**config.mk**
```make
export PLATFORM = sky130hd
export DESIGN_NAME = cic_top
export DESIGN_NICKNAME = d
export VERILOG_FILES = /design/src/design/cic_pkg.sv /design/src/design/cic_node_if.sv /design/src/design/cic_top.sv /design/src/design/cic_nodes.sv /design/src/design/cic_arbiter.sv
export VERILOG_INCLUDE_DIRS = /design/src /design/src/design
export SDC_FILE = /design/constraint.sdc
export NUM_CORES = 1
export LEC_CHECK = 0
export BUFFER_PORTS_ARGS = -buffer_cell sky130_fd_sc_hd__buf_2
export CORE_UTILIZATION = 59
export CTS_CLUSTER_SIZE = 40
export DETAILED_ROUTE_END_ITERATION = 12
export PLACE_DENSITY = 0.92
export SETUP_SLACK_MARGIN = 0.4
export SYNTH_ARGS = -nofsm -noshare
export SYNTH_HDL_FRONTEND = slang
export SYNTH_SLANG_ARGS = --single-unit
```
**constraint.sdc**
```tcl
create_clock -name core_clk -period 25.3 [get_ports core_clk]
set_clock_uncertainty 0.15 [all_clocks]
set_input_delay 2.53 -clock core_clk [delete_from_list [all_inputs] [get_ports core_clk]]
set_output_delay 2.53 -clock core_clk [all_outputs]
set_load 0.01 [all_outputs]
```
**src/design/cic_defines.svh**
```systemverilog
// Offsets, field positions, reset values and counts of the interrupt control unit
`ifndef CIC_DEFINES_SVH
`define CIC_DEFINES_SVH

// ==========================================================================
// Interrupt control register
`define CIC_IC_ADDR       16'hfe2c
`define CIC_IC_RESET      32'h0000_0000
`define CIC_CURRENT_CPU_PRIORITY_LSB      0
`define CIC_IE_BIT        8
`define CIC_PENDING_PRIORITY_NUMBER_LSB      16
`define CIC_ARBC_LSB      24
// ==========================================================================
// Vector entry spacing and node counts
`define CIC_VEC_SHIFT     5
`define CIC_NUM_HW        4
`define CIC_NUM_SW        4
`define CIC_NUM_NODES     8
// ==========================================================================
// Node control word written by software
`define CIC_ND_PRIO_LSB   0
`define CIC_ND_EN_BIT     10
`define CIC_ND_CLR_BIT    14
`define CIC_ND_SET_BIT    15

`endif

```
**src/design/cic_pkg.sv**
```systemverilog
// Types shared by the interrupt control unit modules
package cic_pkg;
  typedef logic [7:0] cic_prio_t;
  typedef logic [2:0] cic_idx_t;
  typedef enum logic [1:0] {ARB_START, ARB_WAIT, ARB_END, ARB_HOLD} cic_arb_e;
endpackage

```
**src/design/cic_node_if.sv**
```systemverilog
// Signals between the request nodes, the arbiter and the control logic
`timescale 1ns/100ps
`default_nettype none
interface cic_node_if;
  import cic_pkg::*;
  logic [7:0]            req;
  logic [7:0]            en;
  cic_prio_t [7:0]       prio;
  logic [7:0]            clr;
  logic                  win_valid;
  cic_idx_t              win_idx;
  cic_prio_t             win_prio;
  modport nodes (output req, output en, output prio, input clr);
  modport arb   (input req, input en, input prio,
                 output win_valid, output win_idx, output win_prio);
  modport ctl   (input req, input win_valid, input win_idx, input win_prio, output clr);
endinterface
`default_nettype wire

```
**src/design/cic_top.sv**
```systemverilog
// CPU interrupt control unit: control register, arbitration rounds, interrupt take
//
// Behaviour
// - Vector entry follows winning priority number
// - Software request set raises real interrupt
// - Software and hardware requests behave identically
// - Four software-only request nodes
// - Priority one is lowest valid, entry one
// - Higher pending request served right after return
// - Priority one taken on return to zero
// - Pending field read-only, set each round end
// - Pending field zero at round start, idle
// - Bits 26:24 arbitration control, bits 31:27 and 15:9 reserved
// - Global enable, node enable, CPU state gate
// - Taking interrupt clears global enable
// - Return restores previous global enable
// - Enable, disable, move, begin-routine change enable
// - CPU priority updated on entry, exit, begin-routine
// - Move instruction writes CPU priority
// - Control register resets to zero
// - Vector is priority shifted five, ORed base
// - Take loads CPU priority with taken priority
// - Only priorities above CPU priority taken
`timescale 1ns/100ps
`default_nettype none
`include "cic_defines.svh"
module cic_top (
  // Clock and reset
  input  wire logic              core_clk,
  input  wire logic              resetn,
  // Core special register access
  input  wire logic              csr_wr,
  input  wire logic              csr_rd,
  input  wire logic [15:0]       csr_addr,
  input  wire logic [31:0]       csr_wdata,
  output var  logic [31:0]       csr_rdata,
  // Pipeline instructions
  input  wire logic              instr_enable,
  input  wire logic              instr_disable,
  input  wire logic              instr_begin_service_routine_instr,
  input  wire cic_pkg::cic_prio_t begin_service_routine_instr_prio,
  input  wire logic              instr_rfe,
  input  wire logic              rfe_ie,
  input  wire cic_pkg::cic_prio_t rfe_current_cpu_priority,
  // Interrupt take handshake
  input  wire logic [31:0]       vector_table_base,
  output logic                   irq_req,
  input  wire logic              irq_take,
  output var  logic [31:0]       vector_addr,
  output var  logic              saved_ie,
  output var  cic_pkg::cic_prio_t saved_current_cpu_priority,
  // Service request nodes
  input  wire logic [3:0]        hw_set,
  input  wire logic              node_wr,
  input  wire logic [2:0]        node_sel,
  input  wire logic [31:0]       node_wdata,
  output var  logic [7:0]        node_pending
);
  import cic_pkg::*;

  // ========================================================================
  // Node state, arbiter
  cic_node_if nif ();

  cic_nodes u_nodes (
    .core_clk   (core_clk),
    .resetn     (resetn),
    .hw_set     (hw_set),
    .node_wr    (node_wr),
    .node_sel   (node_sel),
    .node_wdata (node_wdata),
    .nif        (nif)
  );

  cic_arbiter u_arb (
    .nif (nif)
  );

  // ========================================================================
  // Control register state
  logic      global_irq_enable;
  cic_prio_t current_cpu_priority;
  cic_prio_t pending_priority_number;
  logic [2:0] arb_ctrl;
  cic_idx_t  pend_idx;
  cic_arb_e  arb_state;
  logic [2:0] wait_cnt;

  logic      ic_hit_wr;
  logic      ic_hit_rd;
  logic      take_ok;
  logic      next_ie;
  cic_prio_t next_current_cpu_priority;
  logic [31:0] ic_value;
  logic [31:0] next_vec;

  assign ic_hit_wr = csr_wr && csr_addr == `CIC_IC_ADDR;
  assign ic_hit_rd = csr_rd && csr_addr == `CIC_IC_ADDR;

  // Reserved bits always zero
  assign ic_value = {5'h00, arb_ctrl, pending_priority_number, 7'h00,
                     global_irq_enable, current_cpu_priority};

  // Request only while pending strictly above CPU priority
  assign irq_req = arb_state == ARB_HOLD && global_irq_enable &&
                   pending_priority_number > current_cpu_priority;
  assign take_ok = irq_take && irq_req;

  // Entry = pending shifted five, ORed with base
  assign next_vec = vector_table_base |
                    {19'h0_0000, pending_priority_number, 5'h00};

  // Take first, then return, begin-routine, move, enable, disable
  always_comb begin
    next_ie   = global_irq_enable;
    next_current_cpu_priority = current_cpu_priority;
    if (take_ok) begin
      next_ie   = 1'b0;
      next_current_cpu_priority = pending_priority_number;
    end else if (instr_rfe) begin
      next_ie   = rfe_ie;
      next_current_cpu_priority = rfe_current_cpu_priority;
    end else if (instr_begin_service_routine_instr) begin
      next_ie   = 1'b1;
      next_current_cpu_priority = begin_service_routine_instr_prio;
    end else if (ic_hit_wr) begin
      next_ie   = csr_wdata[`CIC_IE_BIT];
      next_current_cpu_priority = csr_wdata[`CIC_CURRENT_CPU_PRIORITY_LSB +: 8];
    end else if (instr_enable) begin
      next_ie   = 1'b1;
    end else if (instr_disable) begin
      next_ie   = 1'b0;
    end
  end

  // Everything resets to zero
  always_ff @(posedge core_clk) begin
    if (!resetn) begin
      global_irq_enable    <= 1'b0;
      current_cpu_priority <= 8'h00;
    end else begin
      global_irq_enable    <= next_ie;
      current_cpu_priority <= next_current_cpu_priority;
    end
  end

  // Only move-to-core-register touches the arbitration control
  always_ff @(posedge core_clk) begin
    if (!resetn) begin
      arb_ctrl <= 3'h0;
    end else if (ic_hit_wr && !take_ok && !instr_rfe && !instr_begin_service_routine_instr) begin
      arb_ctrl <= csr_wdata[`CIC_ARBC_LSB +: 3];
    end
  end

  // ========================================================================
  // Arbitration rounds: clear, wait arb_ctrl cycles, publish, offer
  always_ff @(posedge core_clk) begin
    if (!resetn) begin
      arb_state <= ARB_START;
      wait_cnt  <= 3'h0;
    end else begin
      unique case (arb_state)
        ARB_START: begin
          wait_cnt  <= arb_ctrl;
          arb_state <= (arb_ctrl == 3'h0) ? ARB_END : ARB_WAIT;
        end
        ARB_WAIT: begin
          wait_cnt  <= wait_cnt - 3'h1;
          arb_state <= (wait_cnt == 3'h1) ? ARB_END : ARB_WAIT;
        end
        ARB_END:  arb_state <= ARB_HOLD;
        ARB_HOLD: arb_state <= ARB_START;
      endcase
    end
  end

  // Pending field cleared at round start, set at round end
  // No software path reaches the pending field
  // Continuous rounds re-offer a held request after return
  always_ff @(posedge core_clk) begin
    if (!resetn) begin
      pending_priority_number <= 8'h00;
      pend_idx                <= 3'h0;
    end else if (arb_state == ARB_START) begin
      pending_priority_number <= 8'h00;
    end else if (arb_state == ARB_END) begin
      pending_priority_number <= nif.win_valid ? nif.win_prio : 8'h00;
      pend_idx                <= nif.win_idx;
    end
  end

  // Taken node's request is consumed; a new set wins over this clear
  assign nif.clr = take_ok ? (8'h01 << pend_idx) : 8'h00;

  // ========================================================================
  // Read data, vector and saved context
  always_ff @(posedge core_clk) begin
    if (!resetn) begin
      csr_rdata <= 32'h0000_0000;
    end else if (csr_rd) begin
      csr_rdata <= ic_hit_rd ? ic_value : 32'h0000_0000;
    end
  end

  always_ff @(posedge core_clk) begin
    if (!resetn) begin
      vector_addr <= 32'h0000_0000;
      saved_ie    <= 1'b0;
      saved_current_cpu_priority  <= 8'h00;
    end else if (take_ok) begin
      vector_addr <= next_vec;
      saved_ie    <= global_irq_enable;
      saved_current_cpu_priority  <= current_cpu_priority;
    end
  end

  always_ff @(posedge core_clk) begin
    if (!resetn) begin
      node_pending <= 8'h00;
    end else begin
      node_pending <= nif.req;
    end
  end

  logic only_csr;
  assign only_csr = !take_ok && !instr_rfe && !instr_begin_service_routine_instr;
endmodule
`default_nettype wire

```
**src/design/cic_nodes.sv**
```systemverilog
// Service request nodes: four peripheral-driven and four software-only
`timescale 1ns/100ps
`default_nettype none
`include "cic_defines.svh"
module cic_nodes (
  // Clock and reset
  input  wire logic        core_clk,
  input  wire logic        resetn,
  // Peripheral request pulses
  input  wire logic [3:0]  hw_set,
  // Software node writes
  input  wire logic        node_wr,
  input  wire logic [2:0]  node_sel,
  input  wire logic [31:0] node_wdata,
  // Node state
  cic_node_if.nodes        nif
);
  import cic_pkg::*;

  logic [7:0] sel_vec;
  logic [7:0] hw_vec;
  logic [7:0] set_vec;
  logic [7:0] clr_vec;
  logic [7:0] next_req;

  assign sel_vec  = node_wr ? (8'h01 << node_sel) : 8'h00;
  // Software-only nodes have no peripheral input at all
  assign hw_vec   = {4'h0, hw_set};
  // Software set enters the same flag as a hardware set
  assign set_vec  = hw_vec | (sel_vec & {8{node_wdata[`CIC_ND_SET_BIT]}});
  assign clr_vec  = nif.clr | (sel_vec & {8{node_wdata[`CIC_ND_CLR_BIT]}});
  // Set wins over a clear in the same cycle
  assign next_req = set_vec | (nif.req & ~clr_vec);

  always_ff @(posedge core_clk) begin
    if (!resetn) begin
      nif.req <= 8'h00;
    end else begin
      nif.req <= next_req;
    end
  end

  for (genvar i = 0; i < `CIC_NUM_NODES; i++) begin : g_node
    always_ff @(posedge core_clk) begin
      if (!resetn) begin
        nif.en[i]   <= 1'b0;
        nif.prio[i] <= 8'h00;
      end else if (sel_vec[i]) begin
        nif.en[i]   <= node_wdata[`CIC_ND_EN_BIT];
        nif.prio[i] <= node_wdata[`CIC_ND_PRIO_LSB +: 8];
      end
    end
  end
endmodule
`default_nettype wire

```
**src/design/cic_arbiter.sv**
```systemverilog
// Highest-priority search over the enabled, requesting nodes
`timescale 1ns/100ps
`default_nettype none
`include "cic_defines.svh"
module cic_arbiter (
  // Node state and winner
  cic_node_if.arb nif
);
  import cic_pkg::*;

  always_comb begin
    nif.win_valid = 1'b0;
    nif.win_idx   = 3'h0;
    nif.win_prio  = 8'h00;
    for (int i = 0; i < `CIC_NUM_NODES; i++) begin
      // Node enable gates the request; priority zero is never valid
      if (nif.req[i] && nif.en[i] && nif.prio[i] > nif.win_prio) begin
        nif.win_valid = 1'b1;
        nif.win_idx   = i[2:0];
        nif.win_prio  = nif.prio[i];
      end
    end
  end
endmodule
`default_nettype wire

```
# ---- After elaboration in Yosys (flattened, before gate mapping)
# Index checks and enable logic that the tools add are counted.
dict set report classes {
  n_bitwise 10
  add_sub_neg 1
  shifts 2
  magnitude_cmp 9
  muxes 40
  reduce_logical 35
  eq_ne 5
}
# operator count
set ops {}
lappend ops {{$mux W8} 15}
lappend ops {{$gt A8 B8 Y1} 8}
lappend ops {{$or A32 B13 Y32} 1}
lappend ops {{$mux W27} 1}
lappend ops {{$and A8 B8 Y8} 3}
lappend ops {{$logic_and A1 B1 Y1} 24}
lappend ops {{$eq A16 B16 Y1 const B} 1}
lappend ops {{$or A8 B8 Y8} 2}
lappend ops {{$shl A1 B3 Y8 const A} 2}
lappend ops {{$mux W1} 14}
lappend ops {{$mux W3} 4}
lappend ops {{$gt A8 B1 Y1 const B} 1}
lappend ops {{$mux W2} 4}
lappend ops {{$not A8 Y8} 1}
lappend ops {{$or A4 B8 Y8} 1}
lappend ops {{$pmux W2 S4} 1}
lappend ops {{$pmux W3 S2} 1}
lappend ops {{$reduce_bool A5 Y1} 1}
lappend ops {{$eq A2 B2 Y1 const B} 2}
lappend ops {{$reduce_bool A4 Y1} 1}
lappend ops {{$reduce_or A2 Y1} 2}
lappend ops {{$eq A3 B1 Y1 const B} 1}
lappend ops {{$logic_not A1 Y1} 3}
lappend ops {{$logic_not A3 Y1} 1}
lappend ops {{6 further kinds} 7}
dict set report word_totals {
  wordCells 131
  output_inout_bits 82
  inputBits 146
  ff_bits 189
}

# ---- Longest topological paths before layout
# Gate-level depths: netlist (run 1).
dict set report depth {
  depth_word 25
  mapped_depth 81
  ltp_nobuf 72
}

# ---- Modules after synthesis
# A second synthesis (run 1) with hierarchy kept.
dict set report hier_totals {
  cells_unflattened 1251
  hier_area_um2 10301.1
}
# mod n_inst seq_area_each_um2 cells_each area_each_um2
set by_module_without_submodules {}
lappend by_module_without_submodules {cic_top 1 1941.9 516 4484.3}
lappend by_module_without_submodules {cic_nodes 1 1601.5 373 3231.8}
lappend by_module_without_submodules {cic_arbiter 1 0.0 362 2585.0}

# ---- Worst setup path before layout (run 1)
# No wires, ideal clock.
dict set report synth_timing {
  path_kind {flip-flop to flip-flop}
  start {register u_nodes.nif.req[0]}
  end {register pending_priority_number[0]}
  t_arrival_ns 13.462
  setup_slack_ns 11.619
  path_buffers 9
  synth_period_minus_slack_ns 13.681
  setup_time_ns 0.069
  path_stages_with_launch 78
  required_ns 25.081
  path_cell_list {dfxtp_1 and2_1 buf_2 nand2_1 ha_1 nand2_1 o2111ai_1 and2_4 clkbuf_1 nand2_1 o21ai_0 inv_1 ha_1 a211oi_1 nor2_1 o311a_1 and4_1 a31oi_2 [42 not listed] a21oi_1 nor2_1 o31ai_1 clkbuf_1 nor2_1 a21o_1 ha_1 nor2b_1 o21a_1 o21a_1 o21a_1 o21bai_1 a21oi_1 nor2b_1 nand2_1 nor2_1 a222oi_1 o21ai_1}
}
dict set report synth_between {
  elab_chain_len 25
  elab_cells_between_ends 33
  classes_between {order compare: 7; mux: 17; reduce/logical: 9}
}
# element line
set synth_lines {}
lappend synth_lines {{start: declaration} cic_node_if.sv:13} ;# modport nodes (output req, output en, output prio, input clr);
lappend synth_lines {{start signal: assignment} cic_nodes.sv:39} ;# nif.req <= next_req;
lappend synth_lines {{$logic_and A1 B1 Y1 * (2 in series)} cic_arbiter.sv:17} ;# if (nif.req[i] && nif.en[i] && nif.prio[i] > nif.win_prio) begin
lappend synth_lines {{$mux W8} cic_arbiter.sv:17}
lappend synth_lines {{$gt A8 B8 Y1} cic_arbiter.sv:17}
lappend synth_lines {{$logic_and A1 B1 Y1} cic_arbiter.sv:17}
lappend synth_lines {{$mux W8} cic_arbiter.sv:17}
lappend synth_lines {{$gt A8 B8 Y1} cic_arbiter.sv:17}
lappend synth_lines {{$logic_and A1 B1 Y1} cic_arbiter.sv:17}
lappend synth_lines {{$mux W8} cic_arbiter.sv:17}
lappend synth_lines {{[8 not listed]} -}
lappend synth_lines {{$mux W8} cic_arbiter.sv:17}
lappend synth_lines {{$gt A8 B8 Y1} cic_arbiter.sv:17}
lappend synth_lines {{$logic_and A1 B1 Y1} cic_arbiter.sv:17}
lappend synth_lines {{$mux W8} cic_arbiter.sv:17}
lappend synth_lines {{$gt A8 B8 Y1} cic_arbiter.sv:17}
lappend synth_lines {{$logic_and A1 B1 Y1} cic_arbiter.sv:17}
lappend synth_lines {{$mux W8 / $mux W1 (equally long branches)} cic_arbiter.sv:17}
lappend synth_lines {{$mux W8 *} cic_top.sv:188} ;# pending_priority_number <= nif.win_valid ? nif.win_prio : 8'h00;
lappend synth_lines {{end signal: assignment} cic_top.sv:188}
lappend synth_lines {{end: declaration} cic_top.sv:83} ;# cic_prio_t pending_priority_number;
# Every way passes the cells marked *; elsewhere a longest branch is shown, timed or not.
# A chain may end at the register's enable or synchronous reset.

# ---- Worst setup path after layout (run 1)
dict set report layout_timing {
  start {register u_nodes.nif.req[0]}
  end {register pending_priority_number[3]}
}
# The elaborated chain is that of the path after synthesis.

==> metrics.yaml, run 1 <==
status: "completed"
grt_pass1_vias: 9131
overflow: 0
syn2layout_area_growth_pct: 14.0
synth_most_common_cell: "nand2_1"
dr_wl_met2_mm: 13.9
dp_slack_ps: 9040
syn_area_per_cell_um2: 8.09
vias_per_cell: 6.13
diodes: 0
setup_tns_ps: 0
required_ps: 25520
grt_max_degree: 103
n_fill_cell: 1230
synth_area_leaders: "dfxtp_1, nand2_1, a21boi_0, ha_1, clkbuf_1"
seq_area_um2: 3540
relSlewSlack: 0.0714
drt-total-wl_mm: 28.9
async_reset_ff_frac: 0
top_layer: "met4"
portBuffers: 174
core_um2: 16600
firstDrtPassIters: 6
fmax_mhz: 59.1
setup_viol: 0
h-tree-depth: 4
ctsResizeCount: 0
gp_congestion: 0.948
finalNonFillerCells: 1590
drc: 0
ys_seq_area_frac: 0.353
synthCells: 1241
wl_met3_mm: 2.46
worst_pin_slew_ps: 1380
fin_total_pwr_w: 0.000630
total_leakage_power_nw: 4.70
final_layout_size_suffix_gt1_frac: 0.173
maxCapViolCount: 0
fin_crit_sh: 0.669
worst_slack_ps: 8390
power_density_nw_per_um2: 55.0
met1_length_mm: 10.9
hpwl_mm: 19.9
ioPinCount: 228
crit_path_frequent_cell: "o21ai_0"
critPathTopFamily: "compound AO/OA/AOI/OAI gates"
grt_usage: 0.326
slew_viol_final: 0
min_period_ps: 16910
antenna_found_initial: 0
multi_input_area_um2: 5950
yosysWarnings: 0
finalHoldViolations: 0
syn-cell-area_um2: 10000
clock_sinks: 177
synth_edf_count: 0
grt_pass1_wl_mm: 45.5
die_h_um: 132
path_class: "reg2reg"
cpMaxStageDelayCell: "or2_1"
cts_setup_buffers: 0
dr_total_vias: 9739
arrival_ps: 17130
netlist.area_leader.share: 0.353
ant_nets: 0
critical_path.max_fanout: 16
cp_num_buf_inv: 2
fin_nets: 1565
drt-initial-drc-count: 869
start_util: 0.606
critPathCaptureType: "flop"
numCtsBuffers: 17
ys_ff_latch: 177
dieWidth_um: 132
clk_path_buf_depth: 2
routedWlPerCell_um: 18.2
rsz0062_at_grt: "false"
place_inst: 1558
cts_tree: "yes"
hold_class: "reg2reg"
synth_ff_type: "dfxtp_1"
dieArea_um2: 17600
path_clk_slew_ps: 70
synth_largest_area_cell: "dfxtp_1"
cts_hold_buf: 0
vdd_drop_max_mv: 0.0528
rows: 47
clk_latency_ps: 440
synth.distinct_cells: 70
cts_root_buf: "clkbuf_16"
cpPeakStageDelay_ps: 630
synthTopCellsByCount: "nand2_1, dfxtp_1, a21boi_0"
cp-start-kind: "flop"
==> through the flow <==
step	hold slack [ps]	cell area, µm²	utilization
global route	330	11500	0.691
global placement	295	10800	0.653
CTS	313	11500	0.691
finish	312	11500	0.691
floorplan	289	10100	-
detailed placement	304	10800	0.653
==> report_power, final <==
part | total [W] | switching (W) | internal (W)
Combinational | 0.0000563 | 0.0000325 | 0.0000238
Clock | 0.000281 | 0.000120 | 0.000161
Sequential | 0.000293 | 0.00000807 | 0.000285
==> per-layer routing <==
metal	track usage	up-vias
li1	-	4532
met1	0.374	4524
met2	0.558	556
met3	0.0632	127
met4	0.204	0
met5	0	-
==> path summary, 6_finish.rpt <==
| kind | from | endpoint | slack, ps | depth (start not counted) |
|---|---|---|---|---|
| setup / recovery | u_nodes.nif.req[0] | pending_priority_number[3] | 8390 | 70 |
| hold / removal | vector_addr[24] | vector_addr[24] | 310 | 2 |
| setup reg to reg | u_nodes.nif.req[0] | pending_priority_number[3] | 8390 | 70 |
| hold reg to reg | vector_addr[24] | vector_addr[24] | 310 | 2 |
==> flip-flops by register name (all words and copies together) (netlist names) <==
register                    cells
vector_addr                    32
u_nodes.nif.en                  8
saved_current_cpu_priority      8
saved_ie                        1
arb_state                       2
csr_rdata                      20
u_nodes.nif.prio               64
global_irq_enable               1
pending_priority_number         8
wait_cnt                        3
arb_ctrl                        3
current_cpu_priority            8
node_pending                    8
u_nodes.nif.req                 8
pend_idx                        3
==> area by class of cell <==
class / count / share of cell area
Inverter: 35 / 0.0115
Sequential cell: 177 / 0.309
Clock buffer: 20 / 0.0390
Clock inverter: 12 / 0.0152
Tap cell: 220 / 0.0240
Multi-Input combinational cell: 945 / 0.520
Timing Repair Buffer: 181 / 0.0809
==> cells in the final DEF (no fill, tap or decap), types with 8 or more instances in the layout <==
cell         n
o21a_1       9
and2_1      19
conb_1      12
o21ai_0     33
dfxtp_1    177
nor3_1      19
nor2b_1     19
nand2_1    281
o211ai_1    17
o211a_1      9
a21o_1      16
mux2i_1     18
ha_1        62
nand2b_1    28
a21boi_0   135
buf_2      173
inv_1       35
clkbuf_16   17
nand4_1      8
or4_1       11
nor2_1      52
a21oi_1     35
nor3b_1     14
buf_4        8
nand3_1     43
==> worst min-delay path: cells and delay by family, from the launching register on <==
kind,cells,cell delay (ps)
flops,1,310
simple gates,1,40
compound gates,1,60
==> kinds of logic after synthesis <==
kind of cell    after synthesis  share of synthesized area
flops                       177                      0.353
simple gates                524                      0.242
other cells                   1                   0.000373
xor+xnor                      2                    0.00174
mux                          20                     0.0202
buf+inv                     130                     0.0598
fa+ha+maj                    64                     0.0792
compound gates              323                      0.244
Power figures use the tool's default switching activity.
==> inputs of run 2 (changes only) <==
Settings changed: CORE_UTILIZATION 59 to 50, PLACE_DENSITY 0.92 to 0.84.
Clock period 25.3 ns to 13.7 ns, I/O delays scaled along.
==> run 2 against run 1 <==
Cell count is 7.9% higher. Sequential share of layout area is 3.0 points lower. Combinational power is 110% higher. Maximum frequency is 28% higher. Design area is 11% higher. Flip-flop and latch count stayed put. Worst hold slack worse by 0.82 ps. Count of clock-buffer cells in the layout is 3 lower. First-iteration DRC count is 6.6% lower. Utilization is 4.2 points lower. Clock power is 90% higher. Die area is 18% higher. Critical path type unchanged. Critical endpoint is now pending_priority_number[4]. Largest power group unchanged.
==> metrics.yaml, run 2 (synthesis results as in run 1) <==
place_area_um2: 11300  # +3.9%
grt_pass1_vias: 8620  # -5.6%
whs_path_depth: 2  # unchanged
arrival_ps: 13490  # -3640 ps
drt-initial-drc-count: 812  # -6.6%
combPwrFrac: 0.098  # +0.009
setup_tns_ps: 0  # unchanged
worst_slack_ps: 438  # -7950 ps
path_clk_slew_ps: 70  # about the same
mostFrequentLayoutCells: "nand2_1, dfxtp_1, buf_2, a21boi_0, buf_4"
vdd_drop_max_mv: 0.0798  # +51%
mostFrequentLayoutCell: "nand2_1"
cts_root_buf: "clkbuf_16"
wl_met3_mm: 2.45  # -0.49%
largest_register_ffs: 64  # unchanged
die_h_um: 144  # +8.5%
clock_sinks: 177  # unchanged
dieArea_um2: 20700  # +18%
grt_usage: 0.269  # -0.0566
antenna_found_initial: 0  # unchanged
fin_crit_sh: 0.968  # +0.299
dr_total_vias: 10000  # +2.8%
critical_path.max_fanout: 8  # -8
portBuffers: 174  # unchanged
syn2layout_area_growth_pct: 26.5
cp-start-kind: "flop"
cpPeakStageDelay_ps: 390  # -240 ps
cts_tree: "yes"
numCtsBuffers: 17  # unchanged
grt_pass1_wl_mm: 43.1  # -5.3%
ioPinCount: 228  # unchanged
routedWlPerCell_um: 18.1  # -0.20%
top_layer: "met4"
start_util: 0.513  # -0.0930
hold_class: "reg2reg"
hpwl_mm: 20.2  # +1.3%
dieWidth_um: 144  # +8.5%
fin_total_pwr_w: 0.00119  # +89%
slew_viol_final: 0  # unchanged
min_period_ps: 13260  # -3650 ps
swShare: 0.266  # +0.0113
reg2reg_depth: 76  # +8.6%
rsz0062_at_grt: "true"
finalHoldViolations: 0  # unchanged
largestRegisters: "u_nodes.nif.prio (64), vector_addr (32), csr_rdata (20)"
final_layout_size_suffix_gt1_frac: 0.278  # +0.105
worst_pin_slew_ps: 1330  # -49.3 ps
grt_max_degree: 107  # +3.9%
p_int_w: 0.000876  # +86%
overflow: 0  # unchanged
rows: 51  # +8.5%
finalInstanceArea_um2: 12700  # +11%
cpMaxStageDelayCell: "o31a_1"
total_leakage_power_nw: 5.27  # +12%
gp_congestion: 0.937  # -1.2%
fin_nets: 1646  # +5.2%
setup_viol: 0  # unchanged
cts_hold_buf: 0  # unchanged
firstDrtPassIters: 7  # +1
relSlewSlack: 0.104  # +0.0331
top_register: "u_nodes.nif.prio"
crit_path_frequent_cell: "a21oi_2"
drc: 0  # unchanged
diodes: 0  # unchanged
dr_wl_met2_mm: 14.8  # +6.4%
seq_power_share: 0.454  # -0.011
clk_latency_ps: 440  # about the same
drt-total-wl_mm: 31.1  # +7.7%
required_ps: 13930  # -11,590 ps
status: "completed"
maxCapViolCount: 0  # unchanged
fmax_mhz: 75.4  # +28%
core_um2: 19600  # +18%
clk_path_buf_depth: 2  # unchanged
h-tree-depth: 4  # unchanged
ff2ff_setup_slack_ps: 440  # -7950 ps
n_fill_cell: 1479  # +20%
power_frac_clock: 0.448  # +0.003
ant_nets: 0  # unchanged
power_density_nw_per_um2: 93.8  # +71%
p_sw_w: 0.000317  # +98%
vias_per_cell: 5.83  # -4.7%
met1_length_mm: 12.0  # +10%
dp_slack_ps: -261  # -9300 ps
path_class: "reg2reg"
critPathCaptureType: "flop"
-- run 2: cell count changes in the layout (fill, tap and decap cells not counted), moves of 6 or more --
cell / change
a21oi_1: -8
a21oi_2: +8
buf_4: +71
buf_6: +7
ha_1: -17
ha_4: +16
nand2_1: -12
nand2_2: +7
o21ai_0: -16
o21ai_1: +8
o21ai_2: +6
-- run 2: power groups by stage --
stage	clock, W	combinational (W)	sequential (W)
detailed placement	0	0.000103	0.000552
finish	0.000534	0.000117	0.000542
global placement	0	0.000100	0.000551
CTS	0.000534	0.000106	0.000540
floorplan	0	0.0000734	0.000546
global route	0.000558	0.000127	0.000543
-- run 2: layer usage --
layer | up-vias | global-route usage
met1 | 4675 | 0.316
met3 | 130 | 0.0523
met4 | 0 | 0.152
met2 | 514 | 0.457
li1 | 4693 | -
met5 | - | 0
-- run 2: what timing repair did --
| item | 4_1_cts | 5_1_grt |
|---|---|---|
| resized for setup | 22 | 109 |
| pin swaps | 4 | 53 |
| hold endpoints to repair | 0 | 0 |
| cloned | 0 | 3 |
| setup endpoints to repair | 11 | 11 |
| buffers inserted | 4 | 27 |
-- run 2: stage by stage --
| step | util | hold slack (ps) | cells |
|---|---|---|---|
| 6_report | 0.649 | 311 | 1716 |
| 5_1_grt | 0.649 | 338 | 1716 |
| 4_1_cts | 0.612 | 314 | 1686 |
| 3_5_place_dp | 0.574 | 298 | 1650 |
| 3_3_place_gp | 0.574 | 294 | 1650 |
| 2_1_floorplan | - | 289 | 1252 |
-- run 2: path summary, 6_finish.rpt --
check                startpoint                         end
min             vector_addr[17]             vector_addr[17]
max          u_nodes.nif.req[0]  pending_priority_number[4]
min reg2reg     vector_addr[17]             vector_addr[17]
max reg2reg  u_nodes.nif.req[0]  pending_priority_number[4]
-- run 2: cell type report --
class	count	area, µm²	share of cell area
multi-input combinational	947	6500	0.511
tap	265	332	0.0261
sequential	177	3550	0.279
clock buffer	17	425	0.0335
timing repair buffer	260	1560	0.123
clock inverter	15	218	0.0171
inverter	35	131	0.0103
-- run 2: worst max-delay path, delay by kind of cell, from the launching register on --
kind	cells	cell delay (ps)
compound gates	34	5910
simple gates	24	3630
fa+ha+maj	7	1700
buf+inv	10	1140
flops	1	350
mux	1	290
